**config.mk**
```make
export PLATFORM = sky130hd
export DESIGN_NAME = fan_speed_fault_monitor
export DESIGN_NICKNAME = d
export VERILOG_FILES = /design/src/rtl/fan_ctrl_pkg.sv /design/src/rtl/pwm_tb_if.sv /design/src/rtl/pwm_timebase.sv /design/src/rtl/fan_speed_fault_monitor.sv
export VERILOG_INCLUDE_DIRS = /design/src /design/src/rtl
export SDC_FILE = /design/constraint.sdc
export NUM_CORES = 1
export LEC_CHECK = 0
export BUFFER_PORTS_ARGS = -buffer_cell sky130_fd_sc_hd__buf_2
export CORE_UTILIZATION = 40
export DETAILED_ROUTE_END_ITERATION = 7
export SLEW_MARGIN = 15
export SYNTH_ARGS = -nofsm -noshare
export SYNTH_HDL_FRONTEND = slang
export SYNTH_SLANG_ARGS = --single-unit
```
**constraint.sdc**
```tcl
create_clock -name mclk_i -period 16.9 [get_ports mclk_i]
set_input_delay 0 -clock mclk_i [delete_from_list [all_inputs] [get_ports mclk_i]]
set_output_delay 0 -clock mclk_i [all_outputs]
set_load 0.02 [all_outputs]
```
**src/rtl/fan_ctrl_defines.svh**
```systemverilog
`ifndef FAN_CTRL_DEFINES_SVH
`define FAN_CTRL_DEFINES_SVH

// ==================================================
// register byte offsets
`define REG_CTRL_OFS 4'h0
`define REG_STATUS_OFS 4'h4
`define REG_MASK_OFS 4'h8
`define REG_STATE_OFS 4'hC

// ==================================================
// control register fields
`define CTRL_AUTO_BIT 0
`define CTRL_LOW_LSB 2
`define CTRL_LOW_MSB 3
`define CTRL_SPAN_LSB 4
`define CTRL_SPAN_MSB 6
`define CTRL_RESET 7'h00

// ==================================================
// event bits in status and mask
`define EV_FAULT 0
`define EV_ALERT_SET 1
`define EV_ALERT_CLR 2
`define EV_KICK 3
`define EV_RETRY 4
`define EV_WIDTH 5
`define EV_RESET 5'h00

// ==================================================
// temperatures in degrees C and threshold code limits
`define TL_BASE_C 8'h19
`define TH_STEP_C 8'h05
`define MIN_SPAN_C 8'h0A
`define OVER_TRIP_C 8'h0A
`define OVER_HYST_C 8'h05
`define STEP_BASE_C 4'h2
`define LOW_CODE_MAX 2'h2
`define SPAN_CODE_MAX 3'h4

// ==================================================
// timing
`define CLK_HZ 50000000
`define PWM_FREQ_HZ 15
`define PWM_SLOTS 10
`define SLOT_CYCLES (`CLK_HZ / (`PWM_FREQ_HZ * `PWM_SLOTS))
`define STARTUP_TIME_MS 2000
`define STARTUP_PERIODS (`STARTUP_TIME_MS * `PWM_FREQ_HZ / 1000)
`define MISS_PERIODS 32
`define BLANK_TIME_US 500
`define BLANK_CYCLES (`BLANK_TIME_US * (`CLK_HZ / 1000000))

// ==================================================
// duty in tenths
`define DUTY_MIN 4'h4
`define DUTY_OFFSET 4'h4
`define DUTY_OFF 4'h0
`define DUTY_FULL 4'hA

`endif

```
**src/rtl/fan_ctrl_pkg.sv**
```systemverilog
package fan_ctrl_pkg;
    // duty in tenths of a period
    typedef logic [3:0] duty_t;
    // fan drive state
    typedef enum logic [2:0] {
        ST_SHUT,
        ST_FAULTED,
        ST_AUTO_OFF,
        ST_KICK,
        ST_RUN
    } fan_state_t;
endpackage

```
**src/rtl/pwm_tb_if.sv**
```systemverilog
`timescale 1ns/100ps
`default_nettype none
// ==================================================
// duty request and period timing between controller and timebase
interface pwm_tb_if;
    import fan_ctrl_pkg::*;
    duty_t duty;       // requested duty, tenths
    logic period_tick; // one cycle at each period start
    logic pwm_on;      // raw duty waveform
    modport gen(input duty, output period_tick, output pwm_on);
    modport user(output duty, input period_tick, input pwm_on);
endinterface
`default_nettype wire

```
**src/rtl/pwm_timebase.sv**
```systemverilog
`timescale 1ns/100ps
`default_nettype none
`include "fan_ctrl_defines.svh"
// ==================================================
// slot divider and duty waveform
module pwm_timebase
    import fan_ctrl_pkg::*;
#(
    parameter int SLOT_CYCLES = `SLOT_CYCLES,
    parameter int SLOTS = `PWM_SLOTS
) (
    input wire logic mclk_i,
    input wire logic rst_i,
    pwm_tb_if.gen tb
);
    localparam int CW = $clog2(SLOT_CYCLES + 1);
    localparam int SW = $clog2(SLOTS + 1);

    logic [CW-1:0] cyc_r;   // cycles within slot
    logic [SW-1:0] slot_r;  // slot within period
    logic tick_r;           // period start pulse
    logic on_r;             // waveform

    wire slot_end = (cyc_r == CW'(SLOT_CYCLES - 1));
    wire period_end = slot_end && (slot_r == SW'(SLOTS - 1));
    wire [SW-1:0] slot_nxt = period_end ? '0 : slot_r + SW'(1);

    // ==================================================
    // counters, slot enable pulse every SLOT_CYCLES
    always_ff @(posedge mclk_i) begin
        if (rst_i) begin
            cyc_r <= '0;
            slot_r <= '0;
            tick_r <= 1'b0;
        end else begin
            cyc_r <= slot_end ? '0 : cyc_r + CW'(1);
            if (slot_end) begin
                slot_r <= slot_nxt;
            end
            tick_r <= period_end;
        end
    end

    // ==================================================
    // high for the first duty slots of each period
    always_ff @(posedge mclk_i) begin
        if (rst_i) begin
            on_r <= 1'b0;
        end else begin
            on_r <= (SW'(tb.duty) > slot_r);
        end
    end

    assign tb.period_tick = tick_r;
    assign tb.pwm_on = on_r;
endmodule
`default_nettype wire

```
**src/rtl/fan_speed_fault_monitor.sv**
```systemverilog
// How it works
// ignore sense pulses right after pwm turns on
// 32 pulseless periods: pwm low, fault, latch
// fault clears only by shutdown toggle or reset
// fault output high while shut down
// alert low at high threshold plus 10
// full duty while alert is asserted
// alert releases at high threshold plus 5
// shutdown request holds pwm low
// alert keeps working during shutdown
// auto mode: fan off below low threshold
// auto mode restarts above first step threshold
// four equally spaced intermediate thresholds
// thresholds in 5 C steps, low 25-35
// high at least 10 above low
// duty steps of 10 percent per region
// pwm period about 15 Hz, timer base
// two second full kick on every start
// first stall retriggers kick, second latches
// digital temperature compared every period
`timescale 1ns/100ps
`default_nettype none
`include "fan_ctrl_defines.svh"
module fan_speed_fault_monitor
    import fan_ctrl_pkg::*;
#(
    parameter int SLOT_CYCLES = `SLOT_CYCLES,
    parameter int BLANK_CYCLES = `BLANK_CYCLES,
    parameter int STARTUP_PERIODS = `STARTUP_PERIODS,
    parameter int MISS_PERIODS = `MISS_PERIODS
) (
    input wire logic mclk_i,
    input wire logic rst_i,
    input wire logic [7:0] temp_i,           // junction temp, deg C
    input wire logic sense_i,                // fan pulse train
    input wire logic fan_off_request_n_i,    // shutdown request
    output logic pwm_o,                      // fan drive
    output logic fan_fault_n_o,              // fan fault alert
    output logic overtemp_alert_n_o,         // over-temperature alert
    output logic irq_o,                      // level interrupt
    input wire logic [3:0] avs_address_i,
    input wire logic avs_read_i,
    input wire logic avs_write_i,
    input wire logic [31:0] avs_writedata_i,
    input wire logic [3:0] avs_byteenable_i,
    output logic [31:0] avs_readdata_o,
    output logic avs_waitrequest_o
);
    localparam int BW = $clog2(BLANK_CYCLES + 1);
    localparam int KW = $clog2(STARTUP_PERIODS + 1);
    localparam int MW = $clog2(MISS_PERIODS + 1);

    pwm_tb_if tb();

    pwm_timebase #(
        .SLOT_CYCLES(SLOT_CYCLES),
        .SLOTS(`PWM_SLOTS)
    ) u_timebase (
        .mclk_i(mclk_i),
        .rst_i(rst_i),
        .tb(tb.gen)
    );

    // ==================================================
    // state
    fan_state_t state_r, state_nxt;   // drive state
    logic [6:0] ctrl_r;               // mode and thresholds
    logic [`EV_WIDTH-1:0] status_r;   // sticky events
    logic [`EV_WIDTH-1:0] mask_r;     // interrupt enables
    duty_t duty_r;                    // duty of current period
    logic alert_r;                    // over-temp active
    logic [KW-1:0] kick_r;            // kick periods left
    logic [MW-1:0] miss_r;            // periods without pulse
    logic retry_r;                    // one retrigger used
    logic seen_r;                     // pulse in this period
    logic [BW-1:0] blank_r;           // blanking countdown
    logic sense_d_r;                  // sense delayed, edges
    logic wait_r;                     // bus wait state

    // ==================================================
    // thresholds from control fields
    wire auto_mode = ctrl_r[`CTRL_AUTO_BIT];
    wire [1:0] low_raw = ctrl_r[`CTRL_LOW_MSB:`CTRL_LOW_LSB];
    wire [2:0] span_raw = ctrl_r[`CTRL_SPAN_MSB:`CTRL_SPAN_LSB];
    // out-of-range codes clamp, keeping low 25-35
    wire [1:0] low_code = (low_raw > `LOW_CODE_MAX) ?
        `LOW_CODE_MAX : low_raw;
    wire [2:0] span_code = (span_raw > `SPAN_CODE_MAX) ?
        `SPAN_CODE_MAX : span_raw;
    wire [7:0] low_threshold = `TL_BASE_C +
        8'(low_code) * `TH_STEP_C;
    // span is 10 + 5n, never below 10
    wire [7:0] high_threshold = low_threshold + `MIN_SPAN_C +
        8'(span_code) * `TH_STEP_C;
    // a fifth of the span, exact since span is a multiple of 5
    wire [3:0] step_c = `STEP_BASE_C + 4'(span_code);
    wire [7:0] first_step_threshold = low_threshold + 8'(step_c);
    wire [7:0] trip_c = high_threshold + `OVER_TRIP_C;
    wire [7:0] release_c = high_threshold + `OVER_HYST_C;

    // ==================================================
    // region count over the six thresholds
    logic [2:0] region;
    always_comb begin
        region = 3'h0;
        for (int k = 0; k < 5; k++) begin
            // intermediate thresholds low + k * step
            if (temp_i >= low_threshold + 8'(k) * 8'(step_c)) begin
                region = region + 3'h1;
            end
        end
        if (temp_i >= high_threshold) begin
            region = region + 3'h1;
        end
    end

    // region 0 is 40 percent or off, then 50..100 percent
    wire duty_t duty_tbl = (region == 3'h0) ?
        (auto_mode ? `DUTY_OFF : `DUTY_MIN) :
        duty_t'(region) + `DUTY_OFFSET;

    // ==================================================
    // event decode
    wire tick = tb.period_tick;
    wire sense_edge = sense_i && !sense_d_r;
    wire pulse_ok = sense_edge && (blank_r == '0);
    wire pulse_this = seen_r || pulse_ok;
    wire running = (state_r == ST_KICK) || (state_r == ST_RUN);
    wire stalled = running && tick && !pulse_this &&
        (miss_r == MW'(MISS_PERIODS - 1));
    wire alert_set = tick && !alert_r && (temp_i >= trip_c);
    wire alert_clr = tick && alert_r && (temp_i <= release_c);

    // ==================================================
    // drive state decisions
    always_comb begin
        state_nxt = state_r;
        case (state_r)
            ST_SHUT: begin
                // release from shutdown starts with a kick
                if (fan_off_request_n_i) begin
                    state_nxt = ST_KICK;
                end
            end
            ST_FAULTED: begin
                state_nxt = ST_FAULTED;
            end
            ST_AUTO_OFF: begin
                if (tick && (!auto_mode ||
                    temp_i > first_step_threshold)) begin
                    state_nxt = ST_KICK;
                end
            end
            ST_KICK: begin
                if (stalled) begin
                    state_nxt = retry_r ? ST_FAULTED : ST_KICK;
                end else if (tick && kick_r <= KW'(1)) begin
                    state_nxt = ST_RUN;
                end
            end
            ST_RUN: begin
                if (stalled) begin
                    state_nxt = retry_r ? ST_FAULTED : ST_KICK;
                end else if (tick && auto_mode && region == 3'h0 &&
                    !alert_r) begin
                    state_nxt = ST_AUTO_OFF;
                end
            end
            default: begin
                state_nxt = ST_SHUT;
            end
        endcase
        // request low wins over everything, clears the latch
        if (!fan_off_request_n_i) begin
            state_nxt = ST_SHUT;
        end
    end

    wire kick_start = (state_nxt == ST_KICK) &&
        ((state_r != ST_KICK) || stalled);
    wire fault_ev = (state_nxt == ST_FAULTED) &&
        (state_r != ST_FAULTED);
    wire retry_ev = stalled && !retry_r && (state_nxt == ST_KICK);

    // pwm: low when stopped, full on kick or alert
    wire stopped = (state_nxt == ST_SHUT) ||
        (state_nxt == ST_FAULTED) || (state_nxt == ST_AUTO_OFF);
    wire pwm_nxt = stopped ? 1'b0 :
        ((state_nxt == ST_KICK) || alert_r || tb.pwm_on);

    // ==================================================
    // state, kick and stall counters
    always_ff @(posedge mclk_i) begin
        if (rst_i) begin
            state_r <= ST_KICK;
            kick_r <= KW'(STARTUP_PERIODS);
            miss_r <= '0;
            retry_r <= 1'b0;
        end else begin
            state_r <= state_nxt;
            // kick lasts STARTUP_PERIODS periods
            if (kick_start) begin
                kick_r <= KW'(STARTUP_PERIODS);
            end else if (tick && kick_r != '0) begin
                kick_r <= kick_r - KW'(1);
            end
            // count whole periods without a valid pulse
            if (!running || kick_start || pulse_this && tick) begin
                miss_r <= '0;
            end else if (tick) begin
                miss_r <= miss_r + MW'(1);
            end
            // retry is rearmed by a good pulse or a shutdown
            if (retry_ev) begin
                retry_r <= 1'b1;
            end else if (pulse_ok || state_r == ST_SHUT) begin
                retry_r <= 1'b0;
            end
        end
    end

    // ==================================================
    // pulse capture and blanking after pwm turn-on
    always_ff @(posedge mclk_i) begin
        if (rst_i) begin
            sense_d_r <= 1'b0;
            seen_r <= 1'b0;
            blank_r <= '0;
        end else begin
            sense_d_r <= sense_i;
            seen_r <= tick ? 1'b0 : pulse_this;
            if (pwm_nxt && !pwm_o) begin
                blank_r <= BW'(BLANK_CYCLES);
            end else if (blank_r != '0) begin
                blank_r <= blank_r - BW'(1);
            end
        end
    end

    // ==================================================
    // temperature sampled once per period
    always_ff @(posedge mclk_i) begin
        if (rst_i) begin
            duty_r <= `DUTY_FULL;
            alert_r <= 1'b0;
        end else begin
            if (tick) begin
                duty_r <= duty_tbl;
            end
            // evaluated in every state, shutdown too
            if (alert_set) begin
                alert_r <= 1'b1;
            end else if (alert_clr) begin
                alert_r <= 1'b0;
            end
        end
    end

    assign tb.duty = duty_r;

    // ==================================================
    // pin outputs
    always_ff @(posedge mclk_i) begin
        if (rst_i) begin
            pwm_o <= 1'b0;
            fan_fault_n_o <= 1'b1;
            overtemp_alert_n_o <= 1'b1;
        end else begin
            pwm_o <= pwm_nxt;
            // low only while latched; shutdown state forces high
            fan_fault_n_o <= (state_nxt != ST_FAULTED);
            overtemp_alert_n_o <= !(alert_r || alert_set) ||
                alert_clr;
        end
    end

    // ==================================================
    // register bus decode
    wire req = avs_read_i || avs_write_i;
    wire take = req && !wait_r;
    wire sel_ctrl = (avs_address_i == `REG_CTRL_OFS);
    wire sel_status = (avs_address_i == `REG_STATUS_OFS);
    wire sel_mask = (avs_address_i == `REG_MASK_OFS);
    wire sel_state = (avs_address_i == `REG_STATE_OFS);
    wire wr_lane0 = take && avs_write_i && avs_byteenable_i[0];
    wire [`EV_WIDTH-1:0] events = {retry_ev, kick_start,
        alert_clr, alert_set, fault_ev};
    wire [`EV_WIDTH-1:0] w1c = (wr_lane0 && sel_status) ?
        avs_writedata_i[`EV_WIDTH-1:0] : '0;
    wire [`EV_WIDTH-1:0] status_nxt = (status_r & ~w1c) | events;
    wire [31:0] state_word = {8'h00, temp_i, 7'h00,
        (state_r == ST_KICK), (state_r == ST_AUTO_OFF),
        (state_r == ST_SHUT), (state_r == ST_FAULTED),
        alert_r, duty_r};
    wire [31:0] rd_mux = sel_ctrl ? {25'h0, ctrl_r} :
        sel_status ? {27'h0, status_r} :
        sel_mask ? {27'h0, mask_r} :
        sel_state ? state_word : 32'h0000_0000;

    // ==================================================
    // one wait cycle, then the request is taken
    always_ff @(posedge mclk_i) begin
        if (rst_i) begin
            wait_r <= 1'b1;
            avs_readdata_o <= 32'h0000_0000;
        end else begin
            wait_r <= !(req && wait_r);
            if (req && wait_r) begin
                avs_readdata_o <= rd_mux;
            end
        end
    end

    assign avs_waitrequest_o = wait_r;

    // ==================================================
    // registers and interrupt, event set beats clear
    always_ff @(posedge mclk_i) begin
        if (rst_i) begin
            ctrl_r <= `CTRL_RESET;
            mask_r <= `EV_RESET;
            status_r <= `EV_RESET;
            irq_o <= 1'b0;
        end else begin
            if (wr_lane0 && sel_ctrl) begin
                ctrl_r <= avs_writedata_i[6:0];
            end
            if (wr_lane0 && sel_mask) begin
                mask_r <= avs_writedata_i[`EV_WIDTH-1:0];
            end
            status_r <= status_nxt;
            irq_o <= |(status_nxt & mask_r);
        end
    end
endmodule
`default_nettype wire

```
==> results.yml, run 1 <==
status:
  status: "finished clean"
clock_network:
  post_cts_resized: 0
  cts.clk_slew.worst_paths_ns: 0.09
  root_buffer: "clkbuf_16"
  numCtsBuffers: 9
  insertion_delay_ns: 0.36
  cts.sinks: 101
  cts_tree: "built"
  clk_path_buf_depth: 2
  h-tree-depth: 3
layout:
  final_common_cell: "dfxtp_1"
  seq_area_um2: 2020
  most-common-layout-cells: "101 x dfxtp_1, 96 x ha_1, 94 x nor2_1, 65 x inv_1, 49 x nand2_1"
  layout.cells.non_filler: 1132
  multi_input_area_um2: 4840
  syn_to_final_growth_pct: 11.4
  layout-drive-gt1-share_pct: 10.8
  num_antenna_cells: 0
  nets: 1059
  filler_cell_count: 1725
  fin_util_pct: 46.2
pwr:
  p_leak_nw: 3.47
  power.density_nw_per_um2: 81.8
  ir_worst_vdd_mv: 0.0534
yosys:
  synth-compound-area-share_pct: 16.1
  syn-mean-instance-area_um2: 8.53
  yosysWarnings: 0
  synth_area_um2: 7280
  synth_flop_cell: "dfxtp_1"
  synth.mux.area_fraction_pct: 2.82
  synth_cell_types: 73
  netlist_top_cells_area: "dfxtp_1 28%, ha_1 17%, nor2_1 4.8%"
  ys_ff_latch: 101
  synth_top_area_cell: "dfxtp_1"
  syn_inst: 853
  synthAdderAreaFrac_pct: 18.4
  synth-xor-area-share_pct: 8.10
  synth-edff-count: 0
  synthArstFlopShare_pct: 0
  synth_top_area_share_pct: 27.8
  synth_top_family_by_area: "simple AND/OR/NAND/NOR gates"
  ys_seq_area_share_pct: 27.8
  synth_simple_gate_area_share_pct: 20.1
floorplan:
  fp.dieW_um: 137
  ioPinCount: 91
  die_height_um: 137
  core_um2: 17500
  start_util_pct: 41.5
  die_area_um2: 18700
  num_rows: 48
route:
  antenna_left: 0
  via_per_inst: 5.20
  vias: 5888
  drc: 0
  wl_per_cell_um: 14.9
  finalWirelength_um: 16900
  dr.pass1.iters: 5
  first_iter_violations: 301
setup_path:
  cp.required_ns: 17.12
  worstSetupEndpointType: "register"
  arrival_ns: 7.16
  crit_path_start: "ctrl_r[3]$_SDFFE_PP0P_"
  criticalPathCategory: "reg -> reg"
  start_kind: "register"
  worstPathMaxFanout: 17
  r2r-start: "ctrl_r[3]$_SDFFE_PP0P_"
run:
  drv_cap: 0
sta:
  timing.fmax_mhz: 144
  fin_setup_tns_ns: 0
  timing.final.hold_violations: 0
  tightest_slew_ns: 1.01
  finalClockSkew_ns: 0.0190
  min_period_ns: 6.94
  setup-violations-final: 0
  slew_headroom_pct: 32.2
  slew_violations: 0
  worst_slack_ns: 9.96
  finalCritPeriodShare_pct: 41.0
  hold_ws_ns: 0.0642
  rsz0062_at_grt: "no"
global_route:
  track_usage_pct: 19.5
  grt-ovfl-total: 0
  antenna_found_initial: 0
  grt_pass1_vias: 5692
  grt_max_degree: 61
  grt_pass1_wl_um: 28300
hold_path:
  hold_start: "temp_i[2]"
  hp-class: "in -> reg"
placement:
  dp_slack_ns: 9.99
  portBuffers: 47
  routabilityCongestion: 0.819
  post-place-cells: 1106
  hpwlAfterDp_um: 12700
state kept, by name, indices dropped and copies added, names as in the netlist, 3 cells and up:
name               cells
status_r               5
avs_readdata_o        17
miss_r                 6
mask_r                 5
u_timebase.cyc_r      19
blank_r               15
duty_r                 4
u_timebase.slot_r      4
state_r                3
kick_r                 5
ctrl_r                 7
layer usage:
| layer | part of all wire, % | global-route usage (%) |
|---|---|---|
| met3 | 4.2 | 3.00 |
| met4 | 0.97 | 4.46 |
| met1 | 51 | 27.0 |
| met5 | 0 | 0 |
| met2 | 44 | 31.6 |
through the flow:
step / power, mW / area (µm²)
global route: 0.700 / 8110
detailed placement: 0.428 / 7660
global placement: 0.428 / 7660
CTS: 0.670 / 8110
finish: 0.663 / 8110
floorplan: 0.395 / 7340
final timing paths:
kind	end	slack [ns]	depth (start not counted)
max	blank_r[5]$_SDFFE_PP0P_	9.96	26
min reg2reg	u_timebase.cyc_r[0]$_SDFF_PP0_	0.48	1
min	avs_readdata_o[18]$_SDFFE_PP0P_	0.06	3
max reg2reg	blank_r[5]$_SDFFE_PP0P_	9.96	26
power breakdown:
group	switching [mW]	internal, mW
Clock	0.104	0.134
Combinational	0.0876	0.0675
Sequential	0.0160	0.254
Total	0.208	0.455
repair_timing:
item,in CTS,in global routing
buffers inserted,0,0
hold buffers,10,0
hold endpoints to repair,17,0
critical path, stage by stage, from the launching register on:
cell	delay [ns]
dfxtp_1	0.54
nor2_1	0.50
inv_1	0.19
ha_1	0.32
a21oi_1	0.18
nor2_1	0.07
nor3_1	0.25
nor2_1	0.10
ha_1	0.31
a2111oi_0	0.38
a21oi_1	0.16
o21ai_0	0.18
nand2_1	0.11
ha_1	0.21
a311oi_1	0.30
a21oi_1	0.11
ha_1	0.36
mux2_2	0.29
ha_1	0.28
and2_1	0.16
a211o_1	0.29
ha_1	0.31
nor3_1	0.30
mux2i_4	0.15
o31ai_4	0.37
a311o_4	0.32
o21ai_2	0.07
logic make-up after synthesis:
logic type                 Yosys count
and+or+nand+nor                    296
AOI/OAI and AO/OA                  163
buffers and inverters              106
adders and majority gates          103
DFF                                101
xor gates and xnor gates            63
muxes                               19
other                                2
synth_stat cells (6+ instances only):
library cell and instances:
o21ai_0 25, a22oi_1 15, nand2b_1 20, xnor2_1 37
nand4_1 9, a21o_1 18, o21a_1 6, nor2b_1 13
nor2_1 94, a211o_1 6, and3_1 9, ha_1 96
nor4_1 15, a21oi_1 34, mux2i_1 16, nand3b_1 6
fa_1 7, a31oi_1 7, buf_4 17, nand2_1 49
o21ai_2 7, clkbuf_1 20, nor3_1 31, nand3_1 24
xor2_1 23, inv_1 65, dfxtp_1 101
area by class of cell:
type | instances | share of cell area, %
clock inverters | 7 | 1.42
multi-input cells | 662 | 59.7
clock buffers | 9 | 2.78
inverters | 65 | 3.01
flip-flops and latches | 101 | 24.9
repair buffers | 63 | 4.69
well taps | 225 | 3.47
Power figures use the tool's default switching activity.
==> run 2, diff against run 1 <==
--- a/config.mk
+++ b/config.mk
@@ -6,6 +6,7 @@
 export SDC_FILE = /design/constraint.sdc
 export NUM_CORES = 1
 export LEC_CHECK = 0
+export ABC_AREA = 1
 export BUFFER_PORTS_ARGS = -buffer_cell sky130_fd_sc_hd__buf_2
 export CORE_UTILIZATION = 40
 export DETAILED_ROUTE_END_ITERATION = 7
==> constraint.sdc (replaced) <==
create_clock -name mclk_i -period 6.7 [get_ports mclk_i]
set_input_delay 0 -clock mclk_i [delete_from_list [all_inputs] [get_ports mclk_i]]
set_output_delay 0 -clock mclk_i [all_outputs]
set_load 0.02 [all_outputs]
==> results.yml, run 2 <==
global_route:
  grtUsageMet1_pct: 26.9
  grt_pass1_wl_um: 29800
  grt-ovfl-total: 0
  antenna_found_initial: 0
  busiest_layer: "met2"
  use_met2_pct: 31.6
  grt_use_met3_pct: 3.21
  grt_pass1_vias: 6142
  grt_max_degree: 36
  track_usage_pct: 19.3
placement:
  routabilityCongestion: 0.864
  hpwlAfterDp_um: 13800
  dp_slack_ns: 0.828
  post-place-cells: 1298
  portBuffers: 47
floorplan:
  ioPinCount: 91
  core_um2: 18100
  fp.dieW_um: 139
  die_area_um2: 19200
  die_height_um: 139
  start_util_pct: 41.2
  num_rows: 49
layout:
  largest_reg_flops: 19
  num_antenna_cells: 0
  filler_cell_count: 1878
  top_register: "u_timebase.cyc_r"
  nets: 1247
  layout.cells.non_filler: 1323
  syn_to_final_growth_pct: 11.2
  layout-drive-gt1-share_pct: 9.78
  most-common-layout-cells: "171 x nand2_1, 159 x inv_1, 102 x nor2_1, 101 x dfxtp_1, 96 x ha_1"
  final_common_cell: "nand2_1"
  top_regs: "u_timebase.cyc_r x19, avs_readdata_o x17, blank_r x15"
sta:
  rsz0062_at_grt: "no"
  fin_setup_tns_ns: 0
  min_period_ns: 5.89
  slew_headroom_pct: 36.4
  slew_violations: 0
  finalCritPeriodShare_pct: 88.0
  tightest_slew_ns: 0.950
  setup-violations-final: 0
  hold_ws_ns: 0.0392
  timing.fmax_mhz: 170
  timing.final.hold_violations: 0
  worst_slack_ns: 0.805
  finalClockSkew_ns: 0.00894
route:
  dr.pass1.iters: 7
  drc: 4
  finalWirelength_um: 17800
  wl_per_cell_um: 13.5
  vias: 6593
  via_per_inst: 4.98
  antenna_left: 0
  first_iter_violations: 399
yosys:
  yosysWarnings: 0
  synth_top_area_cell: "dfxtp_1"
  netlist_top_cells_count: "171 x nand2_1, 159 x inv_1, 102 x nor2_1"
  synth_top_area_share_pct: 27.0
  netlist_top_cells_area: "dfxtp_1 27%, ha_1 16%, nand2_1 8.6%"
  synth_cell_types: 56
  synthArstFlopShare_pct: 0
  synth_flop_cell: "dfxtp_1"
  synth_area_um2: 7480
  ys_seq_area_share_pct: 27.0
  syn_inst: 1035
  ys_ff_latch: 101
  synth-edff-count: 0
  synth.most_common_cell: "nand2_1"
  syn-mean-instance-area_um2: 7.22
clock_network:
  cts_tree: "built"
  cts.clk_slew.worst_paths_ns: 0.07
  clk_path_buf_depth: 2
  h-tree-depth: 3
  insertion_delay_ns: 0.35
  post_cts_resized: 0
  numCtsBuffers: 9
  root_buffer: "clkbuf_16"
  hold_buffers: 10
  post_cts_buffers: 0
  cts.sinks: 101
setup_path:
  slowest_delay_ns: 0.42
  arrival_ns: 6.16
  start_kind: "register"
  crit_top_cell: "nand2_1"
  worstSetupEndpointType: "register"
  criticalPathCategory: "reg -> reg"
  worstPathMaxFanout: 5
  r2r_cells: 35
  cp.required_ns: 6.97
  cp_slowest_cell: "fa_1"
hold_path:
  min_path_cells: 3
  hp-class: "in -> reg"
pwr:
  total_power_mw: 1.69
  p_leak_nw: 3.81
  ir_worst_vdd_mv: 0.144
  power.density_nw_per_um2: 203
status:
  violations: "design-rule violations"
  status: "finished, violations left"
run:
  drv_cap: 0
## run 2: kinds of logic (layout without fill, tap and decap cells)
| family | after synthesis | after routing | share of synthesized area [%] |
|---|---|---|---|
| XOR/XNOR | 39 | 39 | 4.57 |
| flip-flops | 101 | 101 | 27.0 |
| AND/OR/NAND/NOR | 407 | 407 | 25.1 |
| AO/OA/AOI/OAI | 183 | 183 | 14.2 |
| adder cells (fa/ha/maj) | 103 | 103 | 17.9 |
| other | 2 | 18 | 0.100 |
| multiplexers | 1 | 1 | 0.134 |
| buffers and inverters | 199 | 242 | 10.9 |
## run 2: where the power goes
part | total, mW | switching, mW | internal, mW
clock network | 0.562 | 0.234 | 0.328
logic | 0.455 | 0.287 | 0.169
registers | 0.673 | 0.0287 | 0.645
total | 1.69 | 0.549 | 1.14
## run 2: path summary, 6_finish.rpt
kind                                                   endpoint  slack (ns)                           start
worst max-delay path                           irq_o$_SDFF_PP0_        0.81          ctrl_r[2]$_SDFFE_PP0P_
worst min-delay path            avs_readdata_o[19]$_SDFFE_PP0P_        0.04                       temp_i[3]
worst max register to register                 irq_o$_SDFF_PP0_        0.81          ctrl_r[2]$_SDFFE_PP0P_
worst min register to register   u_timebase.cyc_r[0]$_SDFF_PP0_        0.46  u_timebase.cyc_r[0]$_SDFF_PP0_
## run 2: final cells by class
type,instances,area (µm²),share of cell area (%)
Timing Repair Buffer,63,380,4.57
Inverter,164,616,7.40
Multi-Input combinational cell,751,4700,56.5
Clock inverter,5,85.1,1.02
Tap cell,229,287,3.45
Clock buffer,10,229,2.75
Sequential cell,101,2020,24.3
## run 2: worst max-delay path: cells and delay by family (launching register included)
kind                       cells  cell delay (ns)
AOI/OAI and AO/OA              4             0.67
adders and majority gates      7             2.01
buffers and inverters          4             0.36
DFF                            1             0.38
and+or+nand+nor               20             2.40
## run 2: stage by stage
stage / util [%] / instance area, µm²
6_report: 45.8 / 8320
5_1_grt: 45.8 / 8320
4_1_cts: 45.8 / 8320
3_5_place_dp: 43.5 / 7900
3_3_place_gp: 43.5 / 7900
2_1_floorplan: - / 7540
## run 2: metal layers
metal | share of wire, % | wire [µm]
met1 | 51 | 9140
met2 | 45 | 7980
met3 | 3.3 | 583
met4 | 0.71 | 126
met5 | 0 | 0
